`config.mk`:
```
export PLATFORM = sky130hd
export DESIGN_NAME = wake_counter
export DESIGN_NICKNAME = d
export VERILOG_FILES = /design/src/include/wake_pkg.sv /design/src/include/wake_chan_if.sv /design/src/core/debounce_tick_gen.sv /design/src/core/event_channel.sv /design/src/core/wake_counter.sv
export SDC_FILE = /design/constraint.sdc
export NUM_CORES = 1
export LEC_CHECK = 0
export ABC_CLOCK_PERIOD_IN_PS = 2600
export BUFFER_PORTS_ARGS = -buffer_cell sky130_fd_sc_hd__buf_2
export CORE_UTILIZATION = 43
export CTS_BUF_LIST = sky130_fd_sc_hd__clkbuf_16
export DETAILED_ROUTE_END_ITERATION = 10
export MAX_ROUTING_LAYER = met4
export PLACE_DENSITY = 0.72
export SLEW_MARGIN = 20
export SYNTH_ARGS = -nofsm -noshare
export SYNTH_HDL_FRONTEND = slang
export SYNTH_HIERARCHICAL = 1
export SYNTH_SLANG_ARGS = --single-unit
```
`constraint.sdc`:
```
create_clock -name ref_clk -period 2.6 [get_ports ref_clk]
set_input_delay 0.39 -clock ref_clk [delete_from_list [all_inputs] [get_ports ref_clk]]
set_output_delay 0.39 -clock ref_clk [all_outputs]
set_load 0.01 [all_outputs]
```
`src/include/wake_pkg.sv`:
```
package wake_pkg;

  // ==========================================================
  // widths
  localparam int PORT_W = 12;
  localparam int CNT_W = 8;
  localparam int DATA_W = 16;
  localparam int ADDR_W = 32;
  localparam int DEB_W = 6;
  localparam int TICK_W = 17;

  // ==========================================================
  // register addresses
  localparam logic [ADDR_W-1:0] WAKE_CONTROL_ADDR = 32'h5000_0100;
  localparam logic [ADDR_W-1:0] WAKE_THRESHOLD_ADDR = 32'h5000_0102;
  localparam logic [ADDR_W-1:0] WAKE_IRQ_FLAGS_ADDR = 32'h5000_0104;
  localparam logic [ADDR_W-1:0] WAKE_EVENT_COUNTS_ADDR = 32'h5000_0106;
  localparam logic [ADDR_W-1:0] FIRST_SRC_MASK_ADDR = 32'h5000_0108;
  localparam logic [ADDR_W-1:0] SECOND_SRC_MASK_ADDR = 32'h5000_010a;
  localparam logic [ADDR_W-1:0] FIRST_POLARITY_ADDR = 32'h5000_010c;
  localparam logic [ADDR_W-1:0] SECOND_POLARITY_ADDR = 32'h5000_010e;
  localparam logic [ADDR_W-1:0] EVENT_STATUS_ADDR = 32'h5000_0110;
  localparam logic [ADDR_W-1:0] EVENT_MASK_ADDR = 32'h5000_0112;

  // ==========================================================
  // field positions
  localparam int FINE_SEL_BIT = 9;
  localparam int IRQ2_EN_BIT = 8;
  localparam int IRQ1_EN_BIT = 7;
  localparam int KEY_HIT_BIT = 6;
  localparam int CTRL_W = 10;
  localparam int CLR2_BIT = 3;
  localparam int CLR1_BIT = 2;
  localparam int PEND2_BIT = 1;
  localparam int PEND1_BIT = 0;
  localparam int CNT2_LSB = 8;
  localparam int EVT1_BIT = 0;
  localparam int EVT2_BIT = 1;
  localparam int EVT_W = 2;

  // ==========================================================
  // reset values
  localparam logic [DATA_W-1:0] RST_DATA = 16'h0000;
  localparam logic [CNT_W-1:0] RST_CNT = 8'h00;
  localparam logic [PORT_W-1:0] RST_PORT = 12'h000;
  localparam logic [CTRL_W-1:0] RST_CTRL = 10'h000;
  localparam logic [EVT_W-1:0] RST_EVT = 2'h0;
  localparam logic [DEB_W-1:0] RST_DEB = 6'h00;
  localparam logic [DEB_W-1:0] DEB_OFF = 6'h00;

  // ==========================================================
  // timing
  localparam int CLK_PERIOD_NS = 10;
  localparam int COARSE_UNIT_NS = 1000000;
  localparam int FINE_UNIT_NS = 125000;
  localparam int COARSE_CYCLES = COARSE_UNIT_NS / CLK_PERIOD_NS;
  localparam int FINE_CYCLES = FINE_UNIT_NS / CLK_PERIOD_NS;

  // ==========================================================
  // debounce channel states
  typedef enum logic [1:0] {
    CH_IDLE,
    CH_SETTLE,
    CH_HELD
  } chan_state_t;

endpackage : wake_pkg

```
`src/include/wake_chan_if.sv`:
```
`timescale 1ns/1ps
// ==========================================================
// one counting channel: setup from top, event back
interface wake_chan_if
  import wake_pkg::*;
();
  logic [PORT_W-1:0] pins; // raw port inputs
  logic [PORT_W-1:0] sel; // source mask
  logic [PORT_W-1:0] pol; // 1 = active low
  logic key_hit; // emulated key level
  logic [DEB_W-1:0] deb_len; // debounce units
  logic tick; // debounce unit pulse
  logic event_p; // one-cycle counted event

  modport ctl (output pins, sel, pol, key_hit, deb_len, tick,
               input event_p);
  modport chan (input pins, sel, pol, key_hit, deb_len, tick,
                output event_p);
endinterface : wake_chan_if

```
`src/core/debounce_tick_gen.sv`:
```
`timescale 1ns/1ps
// ==========================================================
// debounce unit tick, coarse or fine period
module debounce_tick_gen
  import wake_pkg::*;
#(
  parameter int COARSE = COARSE_CYCLES,
  parameter int FINE = FINE_CYCLES
) (
  input wire logic ref_clk,
  input wire logic rstn,
  input wire logic fine_sel,
  output logic tick
);
  localparam logic [TICK_W-1:0] COARSE_LIM = TICK_W'(COARSE - 1);
  localparam logic [TICK_W-1:0] FINE_LIM = TICK_W'(FINE - 1);
  localparam logic [TICK_W-1:0] ZERO = '0;

  logic [TICK_W-1:0] cnt_r; // cycles within unit
  logic sel_r; // last seen unit select
  logic [TICK_W-1:0] lim; // terminal count

  assign lim = fine_sel ? FINE_LIM : COARSE_LIM;

  // restart on a select change so no unit runs long
  always_ff @(posedge ref_clk or negedge rstn) begin
    if (!rstn) begin
      cnt_r <= ZERO;
      sel_r <= 1'b0;
      tick <= 1'b0;
    end else begin
      sel_r <= fine_sel;
      if (sel_r != fine_sel || cnt_r == lim) begin
        cnt_r <= ZERO;
        tick <= (cnt_r == lim);
      end else begin
        cnt_r <= cnt_r + 1'b1;
        tick <= 1'b0;
      end
    end
  end
endmodule : debounce_tick_gen

```
`src/core/event_channel.sv`:
```
`timescale 1ns/1ps
// ==========================================================
// select, polarity and debounce for one counter
module event_channel
  import wake_pkg::*;
(
  input wire logic ref_clk,
  input wire logic rstn,
  wake_chan_if.chan ch
);
  chan_state_t state_r; // debounce state
  logic [DEB_W-1:0] ticks_r; // ticks seen while settling
  logic active; // any enabled source at active level

  // masked pins flipped by polarity, plus the emulated key
  assign active = (|(ch.sel & (ch.pins ^ ch.pol))) | ch.key_hit;

  // the first tick is partial, so wait one extra tick:
  // the level is then stable for at least the full length
  always_ff @(posedge ref_clk or negedge rstn) begin
    if (!rstn) begin
      state_r <= CH_IDLE;
      ticks_r <= RST_DEB;
      ch.event_p <= 1'b0;
    end else begin
      ch.event_p <= 1'b0;
      unique case (state_r)
        CH_IDLE: begin
          ticks_r <= RST_DEB;
          if (active) begin
            if (ch.deb_len == DEB_OFF) begin
              ch.event_p <= 1'b1;
              state_r <= CH_HELD;
            end else begin
              state_r <= CH_SETTLE;
            end
          end
        end
        CH_SETTLE: begin
          if (!active) begin
            state_r <= CH_IDLE; // glitch dropped
          end else if (ch.tick) begin
            if (ticks_r == ch.deb_len) begin
              ch.event_p <= 1'b1;
              state_r <= CH_HELD;
            end else begin
              ticks_r <= ticks_r + 1'b1;
            end
          end
        end
        CH_HELD: begin
          // re-arm only after release, so a held key counts once
          if (!active) begin
            state_r <= CH_IDLE;
          end
        end
      endcase
    end
  end
endmodule : event_channel

```
`src/core/wake_counter.sv`:
```
// Added by the designer: the strobed register port.
`timescale 1ns/1ps
// ==========================================================
// wake-up event counter: two channels, registers, interrupt
module wake_counter
  import wake_pkg::*;
#(
  parameter int COARSE_TICK_CYCLES = COARSE_CYCLES,
  parameter int FINE_TICK_CYCLES = FINE_CYCLES
) (
  input wire logic ref_clk,
  input wire logic rstn,
  input wire logic [ADDR_W-1:0] addr,
  input wire logic [DATA_W-1:0] wdata,
  input wire logic wr,
  input wire logic rd,
  output logic [DATA_W-1:0] rdata,
  input wire logic [PORT_W-1:0] first_port,
  input wire logic [PORT_W-1:0] second_port,
  output logic irq,
  output logic first_wake_pending,
  output logic second_wake_pending
);

  // ==========================================================
  // helpers

  // threshold holds events minus one, so the hit is the
  // event that arrives while the count equals the threshold
  function automatic logic thresh_hit(
    input logic [CNT_W-1:0] cnt,
    input logic [CNT_W-1:0] cmp
  );
    thresh_hit = (cnt == cmp);
  endfunction : thresh_hit

  // widen a narrow field into a read word, upper bits zero
  function automatic logic [DATA_W-1:0] pad_port(
    input logic [PORT_W-1:0] v
  );
    pad_port = {{(DATA_W - PORT_W){1'b0}}, v};
  endfunction : pad_port

  // ==========================================================
  // software-visible state

  logic [CTRL_W-1:0] ctrl_r; // wake_control fields
  logic [CNT_W-1:0] thresh_r; // wake_threshold
  logic [PORT_W-1:0] first_sel_r; // first_source_mask
  logic [PORT_W-1:0] second_sel_r; // second_source_mask
  logic [PORT_W-1:0] first_pol_r; // first_edge_polarity
  logic [PORT_W-1:0] second_pol_r; // second_edge_polarity
  logic [CNT_W-1:0] first_cnt_r; // first event count
  logic [CNT_W-1:0] second_cnt_r; // second_event_count
  logic [EVT_W-1:0] evt_r; // sticky event status
  logic [EVT_W-1:0] evt_nxt; // next event status
  logic [EVT_W-1:0] evt_mask_r; // event interrupt mask

  // ==========================================================
  // decoded control fields

  logic fine_debounce_tick_sel; // 125 us unit
  logic first_counter_irq_en; // first interrupt enable
  logic second_counter_irq_en; // second interrupt enable
  logic emulated_key_hit; // software key level
  logic [DEB_W-1:0] debounce_length; // units, 0 = off

  assign fine_debounce_tick_sel = ctrl_r[FINE_SEL_BIT];
  assign second_counter_irq_en = ctrl_r[IRQ2_EN_BIT];
  assign first_counter_irq_en = ctrl_r[IRQ1_EN_BIT];
  assign emulated_key_hit = ctrl_r[KEY_HIT_BIT];
  assign debounce_length = ctrl_r[DEB_W-1:0];

  // ==========================================================
  // bus decode

  logic wr_ctrl; // write to wake_control
  logic wr_thresh; // write to wake_threshold
  logic wr_flags; // write to wake_irq_flags
  logic wr_fsel; // write to first mask
  logic wr_ssel; // write to second mask
  logic wr_fpol; // write to first polarity
  logic wr_spol; // write to second polarity
  logic wr_emask; // write to event mask
  logic rd_evt; // read of event status

  assign wr_ctrl = wr && (addr == WAKE_CONTROL_ADDR);
  assign wr_thresh = wr && (addr == WAKE_THRESHOLD_ADDR);
  assign wr_flags = wr && (addr == WAKE_IRQ_FLAGS_ADDR);
  assign wr_fsel = wr && (addr == FIRST_SRC_MASK_ADDR);
  assign wr_ssel = wr && (addr == SECOND_SRC_MASK_ADDR);
  assign wr_fpol = wr && (addr == FIRST_POLARITY_ADDR);
  assign wr_spol = wr && (addr == SECOND_POLARITY_ADDR);
  assign wr_emask = wr && (addr == EVENT_MASK_ADDR);
  assign rd_evt = rd && (addr == EVENT_STATUS_ADDR);

  // write-one strobes of the flag register
  logic first_counter_clear; // clears first count
  logic second_counter_clear; // clears second count
  logic first_pend_clr; // clears first pending
  logic second_pend_clr; // clears second pending

  assign first_counter_clear = wr_flags && wdata[CLR1_BIT];
  assign second_counter_clear = wr_flags && wdata[CLR2_BIT];
  assign first_pend_clr = wr_flags && wdata[PEND1_BIT];
  assign second_pend_clr = wr_flags && wdata[PEND2_BIT];

  // ==========================================================
  // debounce tick and the two channels

  logic tick; // shared debounce unit pulse

  debounce_tick_gen #(
    .COARSE(COARSE_TICK_CYCLES),
    .FINE(FINE_TICK_CYCLES)
  ) u_tick (
    .ref_clk(ref_clk),
    .rstn(rstn),
    .fine_sel(fine_debounce_tick_sel),
    .tick(tick)
  );

  wake_chan_if first_ch ();
  wake_chan_if second_ch ();

  // both channels share the key level and debounce setup
  assign first_ch.pins = first_port;
  assign first_ch.sel = first_sel_r;
  assign first_ch.pol = first_pol_r;
  assign first_ch.key_hit = emulated_key_hit;
  assign first_ch.deb_len = debounce_length;
  assign first_ch.tick = tick;

  assign second_ch.pins = second_port;
  assign second_ch.sel = second_sel_r;
  assign second_ch.pol = second_pol_r;
  assign second_ch.key_hit = emulated_key_hit;
  assign second_ch.deb_len = debounce_length;
  assign second_ch.tick = tick;

  event_channel u_first (
    .ref_clk(ref_clk),
    .rstn(rstn),
    .ch(first_ch.chan)
  );

  event_channel u_second (
    .ref_clk(ref_clk),
    .rstn(rstn),
    .ch(second_ch.chan)
  );

  // ==========================================================
  // threshold hits

  logic first_hit; // first counter reaches threshold
  logic second_hit; // second counter reaches threshold

  // a clear in the same cycle wins and drops the event
  assign first_hit = first_ch.event_p && !first_counter_clear
                     && thresh_hit(first_cnt_r, thresh_r);
  assign second_hit = second_ch.event_p && !second_counter_clear
                      && thresh_hit(second_cnt_r, thresh_r);

  // ==========================================================
  // control registers

  // key-hit bit stays set until software writes it back to 0
  always_ff @(posedge ref_clk or negedge rstn) begin
    if (!rstn) begin
      ctrl_r <= RST_CTRL;
      thresh_r <= RST_CNT;
    end else begin
      if (wr_ctrl) begin
        ctrl_r <= wdata[CTRL_W-1:0];
      end
      if (wr_thresh) begin
        thresh_r <= wdata[CNT_W-1:0];
      end
    end
  end

  // source masks and polarities
  always_ff @(posedge ref_clk or negedge rstn) begin
    if (!rstn) begin
      first_sel_r <= RST_PORT;
      second_sel_r <= RST_PORT;
      first_pol_r <= RST_PORT;
      second_pol_r <= RST_PORT;
    end else begin
      if (wr_fsel) begin
        first_sel_r <= wdata[PORT_W-1:0];
      end
      if (wr_ssel) begin
        second_sel_r <= wdata[PORT_W-1:0];
      end
      if (wr_fpol) begin
        first_pol_r <= wdata[PORT_W-1:0];
      end
      if (wr_spol) begin
        second_pol_r <= wdata[PORT_W-1:0];
      end
    end
  end

  // ==========================================================
  // event counters, wrap at full scale

  always_ff @(posedge ref_clk or negedge rstn) begin
    if (!rstn) begin
      first_cnt_r <= RST_CNT;
    end else if (first_counter_clear) begin
      first_cnt_r <= RST_CNT;
    end else if (first_ch.event_p) begin
      first_cnt_r <= first_cnt_r + 1'b1;
    end
  end

  always_ff @(posedge ref_clk or negedge rstn) begin
    if (!rstn) begin
      second_cnt_r <= RST_CNT;
    end else if (second_counter_clear) begin
      second_cnt_r <= RST_CNT;
    end else if (second_ch.event_p) begin
      second_cnt_r <= second_cnt_r + 1'b1;
    end
  end

  // ==========================================================
  // wake pending flags: set wins over a write-one clear

  always_ff @(posedge ref_clk or negedge rstn) begin
    if (!rstn) begin
      first_wake_pending <= 1'b0;
    end else if (first_hit && first_counter_irq_en) begin
      first_wake_pending <= 1'b1;
    end else if (first_pend_clr) begin
      first_wake_pending <= 1'b0;
    end
    // further events never clear it
  end

  always_ff @(posedge ref_clk or negedge rstn) begin
    if (!rstn) begin
      second_wake_pending <= 1'b0;
    end else if (second_hit && second_counter_irq_en) begin
      second_wake_pending <= 1'b1;
    end else if (second_pend_clr) begin
      second_wake_pending <= 1'b0;
    end
  end

  // ==========================================================
  // sticky event status, mask and interrupt line

  logic [EVT_W-1:0] evt_set; // new wake interrupts this cycle

  always_comb begin
    evt_set = RST_EVT;
    evt_set[EVT1_BIT] = first_hit && first_counter_irq_en;
    evt_set[EVT2_BIT] = second_hit && second_counter_irq_en;
    // read clears, but an event in the same cycle survives
    evt_nxt = (rd_evt ? RST_EVT : evt_r) | evt_set;
  end

  always_ff @(posedge ref_clk or negedge rstn) begin
    if (!rstn) begin
      evt_r <= RST_EVT;
      evt_mask_r <= RST_EVT;
      irq <= 1'b0;
    end else begin
      evt_r <= evt_nxt;
      if (wr_emask) begin
        evt_mask_r <= wdata[EVT_W-1:0];
      end
      irq <= |(evt_nxt & evt_mask_r);
    end
  end

  // ==========================================================
  // read data, one cycle after the strobe, else zero

  logic [DATA_W-1:0] rdata_nxt; // selected read word

  always_comb begin
    rdata_nxt = RST_DATA;
    if (rd) begin
      unique case (addr)
        WAKE_CONTROL_ADDR: begin
          rdata_nxt[CTRL_W-1:0] = ctrl_r;
        end
        WAKE_THRESHOLD_ADDR: begin
          rdata_nxt[CNT_W-1:0] = thresh_r;
        end
        WAKE_IRQ_FLAGS_ADDR: begin
          // counter clear bits always read zero
          rdata_nxt[PEND1_BIT] = first_wake_pending;
          rdata_nxt[PEND2_BIT] = second_wake_pending;
        end
        WAKE_EVENT_COUNTS_ADDR: begin
          rdata_nxt = {second_cnt_r, first_cnt_r};
        end
        FIRST_SRC_MASK_ADDR: begin
          rdata_nxt = pad_port(first_sel_r);
        end
        SECOND_SRC_MASK_ADDR: begin
          rdata_nxt = pad_port(second_sel_r);
        end
        FIRST_POLARITY_ADDR: begin
          rdata_nxt = pad_port(first_pol_r);
        end
        SECOND_POLARITY_ADDR: begin
          rdata_nxt = pad_port(second_pol_r);
        end
        EVENT_STATUS_ADDR: begin
          rdata_nxt[EVT_W-1:0] = evt_r;
        end
        EVENT_MASK_ADDR: begin
          rdata_nxt[EVT_W-1:0] = evt_mask_r;
        end
        default: begin
          rdata_nxt = RST_DATA; // unmapped reads zero
        end
      endcase
    end
  end

  always_ff @(posedge ref_clk or negedge rstn) begin
    if (!rstn) begin
      rdata <= RST_DATA;
    end else begin
      rdata <= rdata_nxt;
    end
  end

endmodule : wake_counter

```
* Yosys cells after proc, flatten, opt, wreduce, memory -nomap -nowiden
Cells that the tools add are included.
Word-level totals: flip-flop bits (word level) 142, output and inout port bits 19, logic and storage cells 157
Operators by class: add/subtract/negate cells 5, equal/unequal tests 34, multiplexer cells 49, bitwise gates (word level) 8, reduce and logical (&&, ||, !) cells 38
Operators with widths (count):
- 32-bit by 31-bit equality test with 1-bit output (second input constant) | 10
- 6-bit case mux with 7 select lines | 1
- 6-bit two-way mux | 6
- 17-bit two-way mux | 2
- 8-bit two-way mux | 4
- 6-bit case mux with 5 select lines | 1
- 12-bit bitwise AND | 2
- 2-bit two-way mux | 12
- 6-bit case mux with 2 select lines | 2
- 12-bit OR reduction | 2
- 12-bit XOR | 2
- 2-bit case mux with 10 select lines | 1
- 1-bit logical AND | 19
- 17-bit by 1-bit adder with 17-bit output (second input constant) | 1
- 17-bit equality test | 1
- 8-bit by 1-bit adder with 8-bit output (second input constant) | 2
- 8-bit equality test | 2
- 16-bit two-way mux | 1
- 4-bit AND reduction | 4
- 1-bit two-way mux | 14
- 6-bit by 1-bit adder with 6-bit output (second input constant) | 2
- 6-bit equality test | 2
- 2-bit inequality test (second input constant) | 6
- 3-bit inequality test (second input constant) | 4
- other kinds (16) | 31

* Depth between registers and ports, before layout
Gate-level depths: netlist (run 1).
depth after elaboration 10, mapped depth 7, gate-level depth less buffers 6

* Hierarchy
The synthesis (run 1) kept the hierarchy.
Modules (own cells, without submodules):
- wake_counter | times used 1, cells each 404, area an instance 4959.8 um2, seq. area each 2627.5 um2
- event_channel | times used 2, cells each 87, area an instance 802.0 um2, seq. area each 225.2 um2
- debounce_tick_gen | times used 1, cells each 97, area an instance 977.2 um2, seq. area each 475.5 um2

* Worst setup path after synthesis (run 1)
No wires, ideal clock.
path type input -> register, start point in addr[4], end point reg first_pol_r[0], in the netlist first_ch.pol[0], setup time 0.125 ns, data arrival time 2.057 ns, required time 2.475 ns, path slack 0.418 ns, stages on the path 6, path buffers 1, path through or4_4 -> or2_4 -> nor3_4 -> and2_1 -> buf_4 -> mux2_2
Between the ends: cells in the longest elaborated chain, start to end 2
RTL lines:
- start: declaration | line wake_counter.sv:13 | input wire logic [ADDR_W-1:0] addr,
- 32-bit by 31-bit equality test with 1-bit output | line wake_counter.sv:92 | assign wr_fpol = wr && (addr == FIRST_POLARITY_ADDR);
- 1-bit logical AND | line wake_counter.sv:92
- end signal: assignment | line wake_counter.sv:198 | first_pol_r <= wdata[PORT_W-1:0];
- end: declaration | line wake_counter.sv:51 | logic [PORT_W-1:0] first_pol_r;
Every way passes these cells. A chain may end at the register's enable or synchronous reset.

* Worst setup path after layout (run 1)
start point reg second_pol_r[6], in the netlist second_ch.pol[6], end point reg u_second.state_r[0]
Between the ends: cells in the longest elaborated chain, start to end 6, elaborated cells on any way between the ends 11, those cells by class 4 x eq/ne; 2 x mux; 3 x bitwise; 2 x reduce/logical
RTL lines:
- start: declaration | line wake_counter.sv:52 | logic [PORT_W-1:0] second_pol_r;
- start signal: assignment | line wake_counter.sv:201 | second_pol_r <= wdata[PORT_W-1:0];
- 12-bit XOR * | line event_channel.sv:16 | assign active = (|(ch.sel & (ch.pins ^ ch.pol))) | ch.key_hit;
- 12-bit bitwise AND * | line event_channel.sv:16
- 12-bit OR reduction * | line event_channel.sv:16
- 1-bit bitwise OR * | line event_channel.sv:16
- 3-bit inequality test (no line), or another cell as far along
- 4-bit AND reduction (no line) or 2-bit case mux with 3 select lines (tied branches)
- end signal: assignment | line event_channel.sv:22 | state_r <= CH_IDLE;
- end signal: assignment | line event_channel.sv:33 | state_r <= CH_HELD;
- end signal: assignment | line event_channel.sv:35 | state_r <= CH_SETTLE;
- end: declaration | line event_channel.sv:11 | chan_state_t state_r;
Every way passes the cells marked *; elsewhere a longest branch is shown, timed or not.

==> qor.txt, run 1 <==
Status -> finished, final reports clean
Avg Inst Size Synth -> 11.2 um2
Cell Pwr Density -> 565 mW/mm2
Top post-synthesis cells by area -> dfrtp_1 (47%), mux2_2 (10%), xor2_1 (6.6%)
DRC -> 0
Wire per inst -> 17.8 um
DIE WIDTH -> 134 um
Syn_nets -> 762
Reg2Reg Setup Slack -> 0.42 ns
Vias per inst -> 5.61
Clk Latency, worst-skew pair -> 0.42 ns
Worst Hold Class -> input pin to flop
Num CTS Buffers -> 17
Congestion Overflow GR -> 0
Worst r2r src -> second_ch.pol[6]$_DFFE_PN0P_
Hold slack -> 0.248 ns
VDD IR max -> 0.000434 V
Worst EP arrival -> 2.47 ns
Layout fillers -> 1522
Initial Util -> 43.7%
Pins over their slew limit -> 0
R2R cell count -> 6
Synth cell types -> 63
Synthesized area -> 0.00754 mm2
Tcrit/Tclk final -> 83.7%
Relative slew margins -> 61.7%
Leading register cell type out of synthesis -> dfrtp_1
Sequential area share after synthesis -> 47.1%
Hold Violations, Final -> 0
Clk slew on worst S/H paths -> 0.06 ns
DRT antenna net count -> 0
Initial antenna violation count -> 0
Max Clock Skew -> 0.00813 ns
CP endpoint kind -> flop
DP Wirelength -> 13100 um
Antenna Cells -> 0
Final Net Count -> 870
CP Launch Type -> flop
Synthesis warning total -> 6
H-tree levels -> 4
Hold-critical path endpoint -> second_ch.pol[10]$_DFFE_PN0P_
# clock sinks -> 142
Clock root buffer -> clkbuf_16
Minimum clock period -> 2.18 ns
First-pass GRT wire length -> 30300 um
Core Area -> 0.0172 mm2
Vias -> 5728
Leakage power -> 0.00415 uW
Max-cap check violation count -> 0
Min-delay src -> wdata[10]
Worst slew pin tran -> 0.575 ns
Max Fclk -> 0.460 GHz
# rows -> 48
Max clock buf depth -> 2
TritonRoute pass-1 iters -> 5
Final WL -> 18200 um
Pre-CTS setup slack -> 0.128 ns
Io pins -> 95
Fraction of final layout cells sized beyond drive strength 1 -> 29.4%
Vias in the first global route -> 5698
Synth top area share -> 47.1%
Die Ht -> 134 um
Routability cong. -> 0.855
Pin count of the biggest net entering global routing -> 56
Hold Crit Depth -> 2
RR Endpoint -> u_second/state_r[0]$_DFFE_PN0P_
RSZ-0062 raised after global routing -> false
CTS tree -> yes
Total Neg Setup Slack -> 0 ns
CP Max Fanout -> 3
Die area -> 0.0181 mm2
#FFs+latches synth -> 142
Crit path kind -> flop to flop
Worst EP required -> 2.90 ns
# setup viols final -> 0
Post-synth EDFFs -> 0
PostCTS Resize Cnt -> 0
Mapped Cells -> 675
Port Buffer Count -> 90
FF+latch area -> 0.00355 mm2
Ys async rst share -> 100%
Design Power -> 5100 uW
Area grow syn2layout -> 19.7%
Initial DRC count -> 419
GRT Util Overall -> 22.4%
PnR worst setup slack -> 0.425 ns
Synth area leader -> dfrtp_1
Footprint of the multi-input gates -> 0.00379 mm2
[layer usage]
metal | track usage (%) | wire length [um]
met1 | 30.1 | 8570
met2 | 33.8 | 8560
met3 | 4.16 | 743
met4 | 8.11 | 318
met5 | - | 0
[flip-flops by register name, indices dropped and copies added (netlist names), 6 cells and up]
register and cells:
u_tick/cnt_r 17, rdata 16, first_ch.pol 12, first_ch.sel 12, second_ch.pol 12, second_ch.sel 12
ctrl_r 10, first_cnt_r 8, second_cnt_r 8, thresh_r 8, u_first/ticks_r 6, u_second/ticks_r 6
[worst max-delay path, cell delays in order, from the launching register on]
cell	delay, ns
dfrtp_1	0.42
xor2_1	0.19
a222oi_1	0.40
nand3_1	0.15
nor2_2	0.24
mux2_4	0.35
mux2_4	0.30
[stage by stage]
stage | instance area (um2) | std cells | util (%)
after floorplan | 7540 | 675 | -
after global placement | 8380 | 988 | 48.6
after detailed placement | 8380 | 988 | 48.6
after CTS | 9030 | 1021 | 52.4
after global routing | 9030 | 1021 | 52.4
final | 9030 | 1021 | 52.4
[logic make-up after synthesis]
logic type      after synthesis  share of synthesized area, %
fa+ha+maj                    11                          1.83
compound gates               77                          7.77
xor+xnor                     79                          9.18
buf+inv                      43                          2.55
simple gates                219                          16.2
mux                         104                          15.3
flops                       142                          47.1
[worst max path at each step]
stage                                       startpoint                              end  slack, ns  cells after the start
after floorplan                                addr[4]      first_ch.pol[0]$_DFFE_PN0P_       0.42                      6
after global placement                         addr[4]          thresh_r[7]$_DFFE_PN0P_       0.15                      6
after detailed placement                       addr[4]          thresh_r[4]$_DFFE_PN0P_       0.13                      6
after CTS                  first_ch.pol[6]$_DFFE_PN0P_   u_first/state_r[0]$_DFFE_PN0P_       0.45                      6
after global routing       first_ch.pol[6]$_DFFE_PN0P_   u_first/state_r[0]$_DFFE_PN0P_       0.37                      6
final                     second_ch.pol[6]$_DFFE_PN0P_  u_second/state_r[0]$_DFFE_PN0P_       0.42                      6
[cell usage after synthesis (3+ instances only)]
cell type	number
a22oi_1	9
nor3_1	18
nor4_1	16
xnor2_1	22
inv_1	18
and2_1	10
nand2b_1	4
or4b_1	3
nor2_1	48
nand4b_1	3
nand4_1	17
a222oi_1	8
nor4b_1	3
a21o_1	4
or4_1	6
nand2_1	41
or4_4	3
mux2i_1	30
ha_1	11
a221oi_1	10
buf_4	3
xor2_1	57
nand3_1	19
mux2_2	67
and3_1	7
dfrtp_1	142
clkbuf_1	15
o21ai_0	4
a21oi_1	20
mux2_4	6
buf_2	4
[area by class of cell]
cell class	instances	area share (%)
Clock buffer	17	4.71
Tap cell	225	3.12
Sequential cell	142	39.4
Timing Repair Buffer	114	7.63
Inverter	18	0.748
Clock inverter	15	2.41
Multi-Input combinational cell	490	42.0
[cells in the final DEF (no fill, tap or decap), drive strengths merged, types with 3 or more instances in the layout]
cell	count
nor4	16
mux2	74
clkbuf	17
nor3	19
mux2i	30
nand3	19
o22a	4
buf	113
a222oi	8
nand4	18
inv	20
clkinvlp	3
o31ai	3
nor4b	4
or4b	3
nand4b	4
nand2b	4
clkinv	5
nor2	50
a22oi	9
or4	9
xnor2	22
a21oi	22
ha	11
and2	10
bufinv	5
a21o	4
xor2	57
and3	7
a221oi	10
o21ai	4
nand2	41
dfrtp	142
[report_power, final]
part	switching, uW	internal, uW
registers	2.14	2210
logic	141	96.5
clock network	953	1700
[timing repair]
item / 4_1_cts / 5_1_grt
hold buffers: 1 / 0
endpoints found under the hold margin: 49 / 0
setup buffers: 0 / 0
Note: power is estimated with default switching activity, not from simulation.
==> inputs of run 2 (changes only) <==
--- a/config.mk
+++ b/config.mk
@@ -5,13 +5,13 @@
 export SDC_FILE = /design/constraint.sdc
 export NUM_CORES = 1
 export LEC_CHECK = 0
-export ABC_CLOCK_PERIOD_IN_PS = 2600
+export ABC_CLOCK_PERIOD_IN_PS = 1880
 export BUFFER_PORTS_ARGS = -buffer_cell sky130_fd_sc_hd__buf_2
 export CORE_UTILIZATION = 43
 export CTS_BUF_LIST = sky130_fd_sc_hd__clkbuf_16
 export DETAILED_ROUTE_END_ITERATION = 10
 export MAX_ROUTING_LAYER = met4
-export PLACE_DENSITY = 0.72
+export PLACE_DENSITY = 0.75
 export SLEW_MARGIN = 20
 export SYNTH_ARGS = -nofsm -noshare
 export SYNTH_HDL_FRONTEND = slang
==> constraint.sdc (replaced) <==
create_clock -name ref_clk -period 1.88 [get_ports ref_clk]
set_input_delay 0.282 -clock ref_clk [delete_from_list [all_inputs] [get_ports ref_clk]]
set_output_delay 0.282 -clock ref_clk [all_outputs]
set_load 0.01 [all_outputs]
==> run 2 against run 1 <==
  * The flow now finishes with violations (setup timing)
  * Highest routed layer unchanged
  * Die area unchanged
  * Maximum frequency increased by 2.4%
  * Critical path depth unchanged
  * Clock-buffer cell count unchanged
  * Total power increased by 39%
==> qor.txt, run 2 (synthesized netlist as in run 1, its figures left out) <==
GRT Util Overall -> 24.5% (+2.1 points)
Area grow syn2layout -> 33.0%
DRC -> 0 (unchanged)
Crit path kind -> flop to flop
RSZ-0062 raised after global routing -> true
Pre-CTS setup slack -> -0.419 ns (-0.546 ns)
Max Fclk -> 0.471 GHz (+2.4%)
Wire per inst -> 19.3 um (+8.1%)
# rows -> 48 (unchanged)
Initial DRC count -> 446 (+6.4%)
Hold Violations, Final -> 0 (unchanged)
VDD IR max -> 0.000654 V (+51%)
Wire length on met3 -> 1090 um (+46%)
Initial antenna violation count -> 0 (unchanged)
Minimum clock period -> 2.12 ns (-0.0512 ns)
Congestion Overflow GR -> 0 (unchanged)
Worst Hold Class -> input pin to flop
Largest registers -> u_tick/cnt_r: 17 flops, rdata: 16 flops
Io pins -> 95 (unchanged)
H-tree levels -> 4 (unchanged)
Num CTS Buffers -> 17 (unchanged)
# setup viols final -> 12 (+12)
Hold Crit Depth -> 2 (unchanged)
Max-cap check violation count -> 0 (unchanged)
Worst EP required -> 2.19 ns (-0.71 ns)
Worst EP arrival -> 2.44 ns (-0.03 ns)
Die area -> 0.0181 mm2 (unchanged)
Hold-critical path endpoint -> second_ch.pol[11]$_DFFE_PN0P_
First-pass GRT wire length -> 32700 um (+7.8%)
Most frequent cells in the layout -> dfrtp_1 (140), buf_2 (88), buf_4 (84)
Final WL -> 21100 um (+16%)
CP Launch Type -> flop
# clock sinks -> 142 (unchanged)
Top reg by flops -> u_tick/cnt_r
Sw Ratio -> 21.6% (+0.16 points)
Internal -> 5540 uW (+38%)
Status -> complete, but fails checks
Antenna Cells -> 0 (unchanged)
DP Wirelength -> 14800 um (+13%)
TritonRoute pass-1 iters -> 5 (unchanged)
Worst r2r src -> second_ch.pol[6]$_DFFE_PN0P_
Net Sw Power -> 1530 uW (+40%)
Vias per inst -> 5.62 (+0.19%)
Fraction of final layout cells sized beyond drive strength 1 -> 38.0% (+8.6 points)
Reg2Reg Setup Slack -> -0.24 ns (-0.67 ns)
Register share of total power -> 43.3% (about the same)
DIE WIDTH -> 134 um (unchanged)
DR top layer -> met4
Clock network power share -> 51.2% (-0.8 points)
Worst slew pin tran -> 0.483 ns (-0.0924 ns)
Die Ht -> 134 um (unchanged)
Failing checks -> setup timing
RR Endpoint -> u_second/state_r[1]$_DFFE_PN0P_
Logic pwr share -> 5.5% (+0.8 points)
Clk slew on worst S/H paths -> 0.06 ns (about the same)
Routability cong. -> 0.896 (+4.8%)
WL met1 -> 9020 um (+5.3%)
Initial Util -> 43.7% (unchanged)
CP Max Fanout -> 2 (-1)
Pins over their slew limit -> 0 (unchanged)
Clock root buffer -> clkbuf_16
Clk Latency, worst-skew pair -> 0.43 ns (about the same)
Most common cell after layout, fill and taps aside -> dfrtp_1
Min-delay src -> wdata[11]
Total Neg Setup Slack -> -1.56 ns (-1.56 ns)
PnR worst setup slack -> -0.244 ns (-0.669 ns)
Tcrit/Tclk final -> 113% (+29 points)
Leakage power -> 0.00466 uW (+12%)
Largest register FFs -> 17 (unchanged)
Max clock buf depth -> 2 (unchanged)
CP endpoint kind -> flop
Port Buffer Count -> 90 (unchanged)
Relative slew margins -> 67.6% (+5.9 points)
Pin count of the biggest net entering global routing -> 51 (-8.9%)
Vias -> 6166 (+7.6%)
R2R cell count -> 6 (unchanged)
Max Clock Skew -> 0.00670 ns (-0.00142 ns)
Core Area -> 0.0172 mm2 (unchanged)
Vias in the first global route -> 6154 (+8.0%)
Wire length on met2 -> 10500 um (+22%)
CTS tree -> yes
DRT antenna net count -> 0 (unchanged)
Final Net Count -> 947 (+8.9%)
Cell Pwr Density -> 705 mW/mm2 (+25%)
run 2: cell count changes in the layout (fill, tap and decap cells not counted), sizes merged:
cell / change
buf: +73
and2: +2
clkbuf: +2
clkinv: -1
run 2: per-layer routing:
layer	vias to the layer above	global-route usage, %
met5	-	-
li1	2833	-
met1	3076	30.4
met4	0	8.24
met2	209	39.6
met3	48	5.37
run 2: layout make-up:
| cell class | count | area, um2 |
|---|---|---|
| clock buffers | 17 | 425 |
| clock inverters | 14 | 201 |
| fillers | 1360 | 7210 |
| inverters | 18 | 67.6 |
| multi-input cells | 492 | 4140 |
| flip-flops and latches | 142 | 3560 |
| well taps | 225 | 282 |
| repair buffers | 189 | 1360 |
run 2: worst max-delay path by stage:
stage          cells past startpoint  slack [ns]                         start                         endpoint
3_5_place_dp                       6       -0.42                       addr[4]      first_ch.pol[4]$_DFFE_PN0P_
2_1_floorplan                      6       -0.18                       addr[4]      first_ch.pol[0]$_DFFE_PN0P_
6_report                           6       -0.24  second_ch.pol[6]$_DFFE_PN0P_  u_second/state_r[1]$_DFFE_PN0P_
5_1_grt                            7       -0.29   first_ch.pol[6]$_DFFE_PN0P_   u_first/state_r[0]$_DFFE_PN0P_
3_3_place_gp                       6       -0.39                       addr[4]      first_ch.pol[3]$_DFFE_PN0P_
4_1_cts                            7       -0.24   first_ch.pol[6]$_DFFE_PN0P_   u_first/state_r[0]$_DFFE_PN0P_
run 2: critical path, stage by stage, from the launching register on:
cell,delay [ns]
dfrtp_1,0.40
xor2_1,0.17
a222oi_1,0.43
nand3_1,0.19
nor2_4,0.18
mux2_4,0.34
mux2_4,0.30
run 2: power by group through the flow:
stage	Sequential [uW]	Clock [uW]	Combinational [uW]
2_1_floorplan	3120	0	129
3_3_place_gp	3120	0	370
3_5_place_dp	3120	0	376
4_1_cts	3060	3640	379
5_1_grt	3060	3790	419
6_report	3060	3620	386
run 2: what timing repair did:
action / in CTS / in global routing
endpoints found under the hold margin: 47 / 0
gates cloned: 1 / 4
pin swaps: 5 / 10
gates resized for setup: 4 / 24
hold buffers: 1 / 0
buffers inserted: 1 / 5
endpoints found under the setup margin: 14 / 45
run 2: metrics by stage:
stage                     hold slack [ns]  instance area, um2  std cells  power [uW]  utilization (%)
after floorplan                   -0.0136                7810        675        3250                -
after global placement              0.249                9160       1055        3490             53.2
after detailed placement            0.254                9160       1055        3490             53.2
after CTS                           0.128                9830       1089        7080             57.0
after global routing                0.134               10000       1097        7270             58.2
final                               0.131               10000       1097        7070             58.2
==> inputs of run 3 (changes only) <==
--- a/config.mk
+++ b/config.mk
@@ -10,7 +10,6 @@
 export CORE_UTILIZATION = 43
 export CTS_BUF_LIST = sky130_fd_sc_hd__clkbuf_16
 export DETAILED_ROUTE_END_ITERATION = 10
-export MAX_ROUTING_LAYER = met4
 export PLACE_DENSITY = 0.75
 export SLEW_MARGIN = 20
 export SYNTH_ARGS = -nofsm -noshare
==> constraint.sdc (replaced) <==
create_clock -name ref_clk -period 1.88 [get_ports ref_clk]
set_input_delay 0.282 -clock ref_clk [delete_from_list [all_inputs] [get_ports ref_clk]]
set_output_delay 0.282 -clock ref_clk [all_outputs]
set_load 0.05 [all_outputs]
==> run 3 against run 2 <==
  * The run still ends with setup timing left
  * Sequential cell count stayed put
  * Design area is 0.40% lower
  * Sequential share of layout area is 0.13 points higher
  * Global-route usage is 0.77 points lower
  * Core utilization is 0.23 points lower
  * Via count is 1.1% lower
  * Maximum frequency hardly changed
  * Clock skew is 0.0014 ns lower
  * Total power is 0.29% lower
  * First-iteration DRC count is 16% lower
  * Worst hold slack better by 0.0062 ns
  * Setup slack better by 0.0021 ns
  * Critical endpoint unchanged
  * Highest routed layer unchanged
==> qor.txt, run 3 (synthesized netlist as in run 1, its figures left out) <==
Footprint of the multi-input gates -> 0.00412 mm2 (-0.36%)
Leakage power -> 0.00464 uW (-0.48%)
GRT Util Overall -> 23.7% (-0.77 points)
Max clock buf depth -> 2 (unchanged)
WL met1 -> 8630 um (-4.4%)
Failing checks -> setup timing
Area grow syn2layout -> 32.5%
Die area -> 0.0181 mm2 (unchanged)
Most common cell after layout, fill and taps aside -> dfrtp_1
RSZ-0062 raised after global routing -> true
Routability cong. -> 0.882 (-1.6%)
Initial Util -> 43.7% (unchanged)
DP Area -> 0.00916 mm2 (unchanged)
Crit path kind -> flop to flop
Worst EP required -> 2.19 ns (about the same)
FF+latch area -> 0.00355 mm2 (about the same)
Total Neg Setup Slack -> -1.48 ns (+0.0868 ns)
DR top layer -> met4
# rows -> 48 (unchanged)
Worst Hold Class -> input pin to flop
PnR worst setup slack -> -0.242 ns (+0.00207 ns)
R2R cell count -> 6 (unchanged)
Reg2Reg Setup Slack -> -0.24 ns (about the same)
Fin area -> 0.00999 mm2 (-0.40%)
Antenna Cells -> 0 (unchanged)
Crit path from -> second_ch.pol[6]$_DFFE_PN0P_
Tcrit/Tclk final -> 113% (about the same)
Worst slew pin tran -> 0.513 ns (+0.0298 ns)
Final Net Count -> 947 (unchanged)
Relative slew margins -> 65.6% (-2.0 points)
CP Max Fanout -> 2 (unchanged)
First-pass GRT wire length -> 32700 um (about the same)
Status -> complete, but fails checks
H-tree levels -> 4 (unchanged)
Clk slew on worst S/H paths -> 0.06 ns (about the same)
TritonRoute pass-1 iters -> 7 (+2)
Max-cap check violation count -> 0 (unchanged)
Hold slack -> 0.137 ns (+0.00615 ns)
Largest registers -> u_tick/cnt_r: 17 flops, rdata: 16 flops
Initial DRC count -> 373 (-16%)
Pins over their slew limit -> 0 (unchanged)
# setup viols final -> 11 (-1)
Worst EP arrival -> 2.43 ns (about the same)
DRT antenna net count -> 0 (unchanged)
Max Clock Skew -> 0.00533 ns (-0.00138 ns)
Pin count of the biggest net entering global routing -> 51 (unchanged)
VDD IR max -> 0.000652 V (-0.23%)
DRC -> 0 (unchanged)
Vias -> 6100 (-1.1%)
Io pins -> 95 (unchanged)
Wire per inst -> 18.8 um (-2.3%)
Layout fillers -> 1359 (-0.074%)
Worst r2r src -> second_ch.pol[6]$_DFFE_PN0P_
Final WL -> 20700 um (-2.3%)
# clock sinks -> 142 (unchanged)
Clock root buffer -> clkbuf_16
Num CTS Buffers -> 17 (unchanged)
Top reg by flops -> u_tick/cnt_r
Largest register FFs -> 17 (unchanged)
Cell Pwr Density -> 706 mW/mm2 (+0.11%)
Most frequent cells in the layout -> dfrtp_1 (141), buf_2 (89), buf_4 (84)
Clk Latency, worst-skew pair -> 0.43 ns (about the same)
Max Fclk -> 0.471 GHz (about the same)
Hold Violations, Final -> 0 (unchanged)
CTS tree -> yes
CP endpoint kind -> flop
Die Ht -> 134 um (unchanged)
Congestion Overflow GR -> 0 (unchanged)
Critical Path End -> u_second/state_r[1]$_DFFE_PN0P_
DIE WIDTH -> 134 um (unchanged)
Wire length on met2 -> 10200 um (-2.4%)
CP Launch Type -> flop
RR Endpoint -> u_second/state_r[1]$_DFFE_PN0P_
Vias in the first global route -> 6187 (+0.54%)
Pre-CTS setup slack -> -0.419 ns (unchanged)
Vias per inst -> 5.56 (-1.1%)
Core Area -> 0.0172 mm2 (unchanged)
Fraction of final layout cells sized beyond drive strength 1 -> 37.7% (-0.23 points)
Min-delay src -> wdata[11]
Minimum clock period -> 2.12 ns (-0.00207 ns)
Initial antenna violation count -> 0 (unchanged)
DP Wirelength -> 14800 um (unchanged)
Design Power -> 7050 uW (-0.29%)
Port Buffer Count -> 90 (unchanged)
Wire length on met3 -> 1250 um (+15%)
## run 3: cell types whose count changed in the layout (fill, tap and decap cells not counted), sizes merged
cell	change
buf	+1
clkbuf	-1
## run 3: worst min path at each step
| stage | to | slack, ns | cells past startpoint |
|---|---|---|---|
| global route | first_ch.pol[10]$_DFFE_PN0P_ | 0.14 | 2 |
| detailed placement | rdata[12]$_DFF_PN0_ | 0.25 | 1 |
| floorplan | ctrl_r[0]$_DFFE_PN0P_ | -0.01 | 0 |
| global placement | rdata[12]$_DFF_PN0_ | 0.25 | 1 |
| finish | first_ch.sel[11]$_DFFE_PN0P_ | 0.14 | 2 |
| CTS | second_ch.pol[10]$_DFFE_PN0P_ | 0.13 | 2 |
## run 3: stage by stage
step / cells / utilization [%]
finish: 1097 / 58.0
global route: 1097 / 58.0
CTS: 1089 / 57.0
detailed placement: 1055 / 53.2
global placement: 1055 / 53.2
floorplan: 675 / -
## run 3: area by class of cell
type,instances,area share (%)
multi-input cells,492,41.2
clock buffers,17,4.26
repair buffers,189,13.4
clock inverters,14,2.02
flip-flops and latches,142,35.6
well taps,225,2.82
inverters,18,0.676
## run 3: power by group
| part | leakage, uW | switching [uW] | internal [uW] | total (uW) |
|---|---|---|---|---|
| clock | 0.000302 | 1280 | 2320 | 3610 |
| combinational | 0.00247 | 224 | 157 | 381 |
| sequential | 0.00186 | 2.85 | 3060 | 3060 |
| total | 0.00464 | 1510 | 5540 | 7050 |
## run 3: metal layers
layer / vias to the layer above / track usage [%]
met2: 200 / 39.7
met1: 3028 / 29.9
li1: 2825 / -
met5: - / 0
met3: 47 / 5.86
met4: 0 / 8.05
## run 3: critical path: stages, from the launching register on
cell and delay (ns):
dfrtp_1 0.40, xor2_1 0.17, a222oi_1 0.43, nand3_1 0.19, nor2_4 0.18, mux2_4 0.34
mux2_4 0.30
## run 3: timing repair
| item | in CTS | in global routing |
|---|---|---|
| resized for setup | 4 | 19 |
| endpoints found under the setup margin | 14 | 48 |
| pin swaps | 5 | 10 |
| hold buffers | 1 | 0 |
| buffers inserted | 1 | 7 |
| gates cloned | 1 | 3 |
| endpoints found under the hold margin | 47 | 0 |
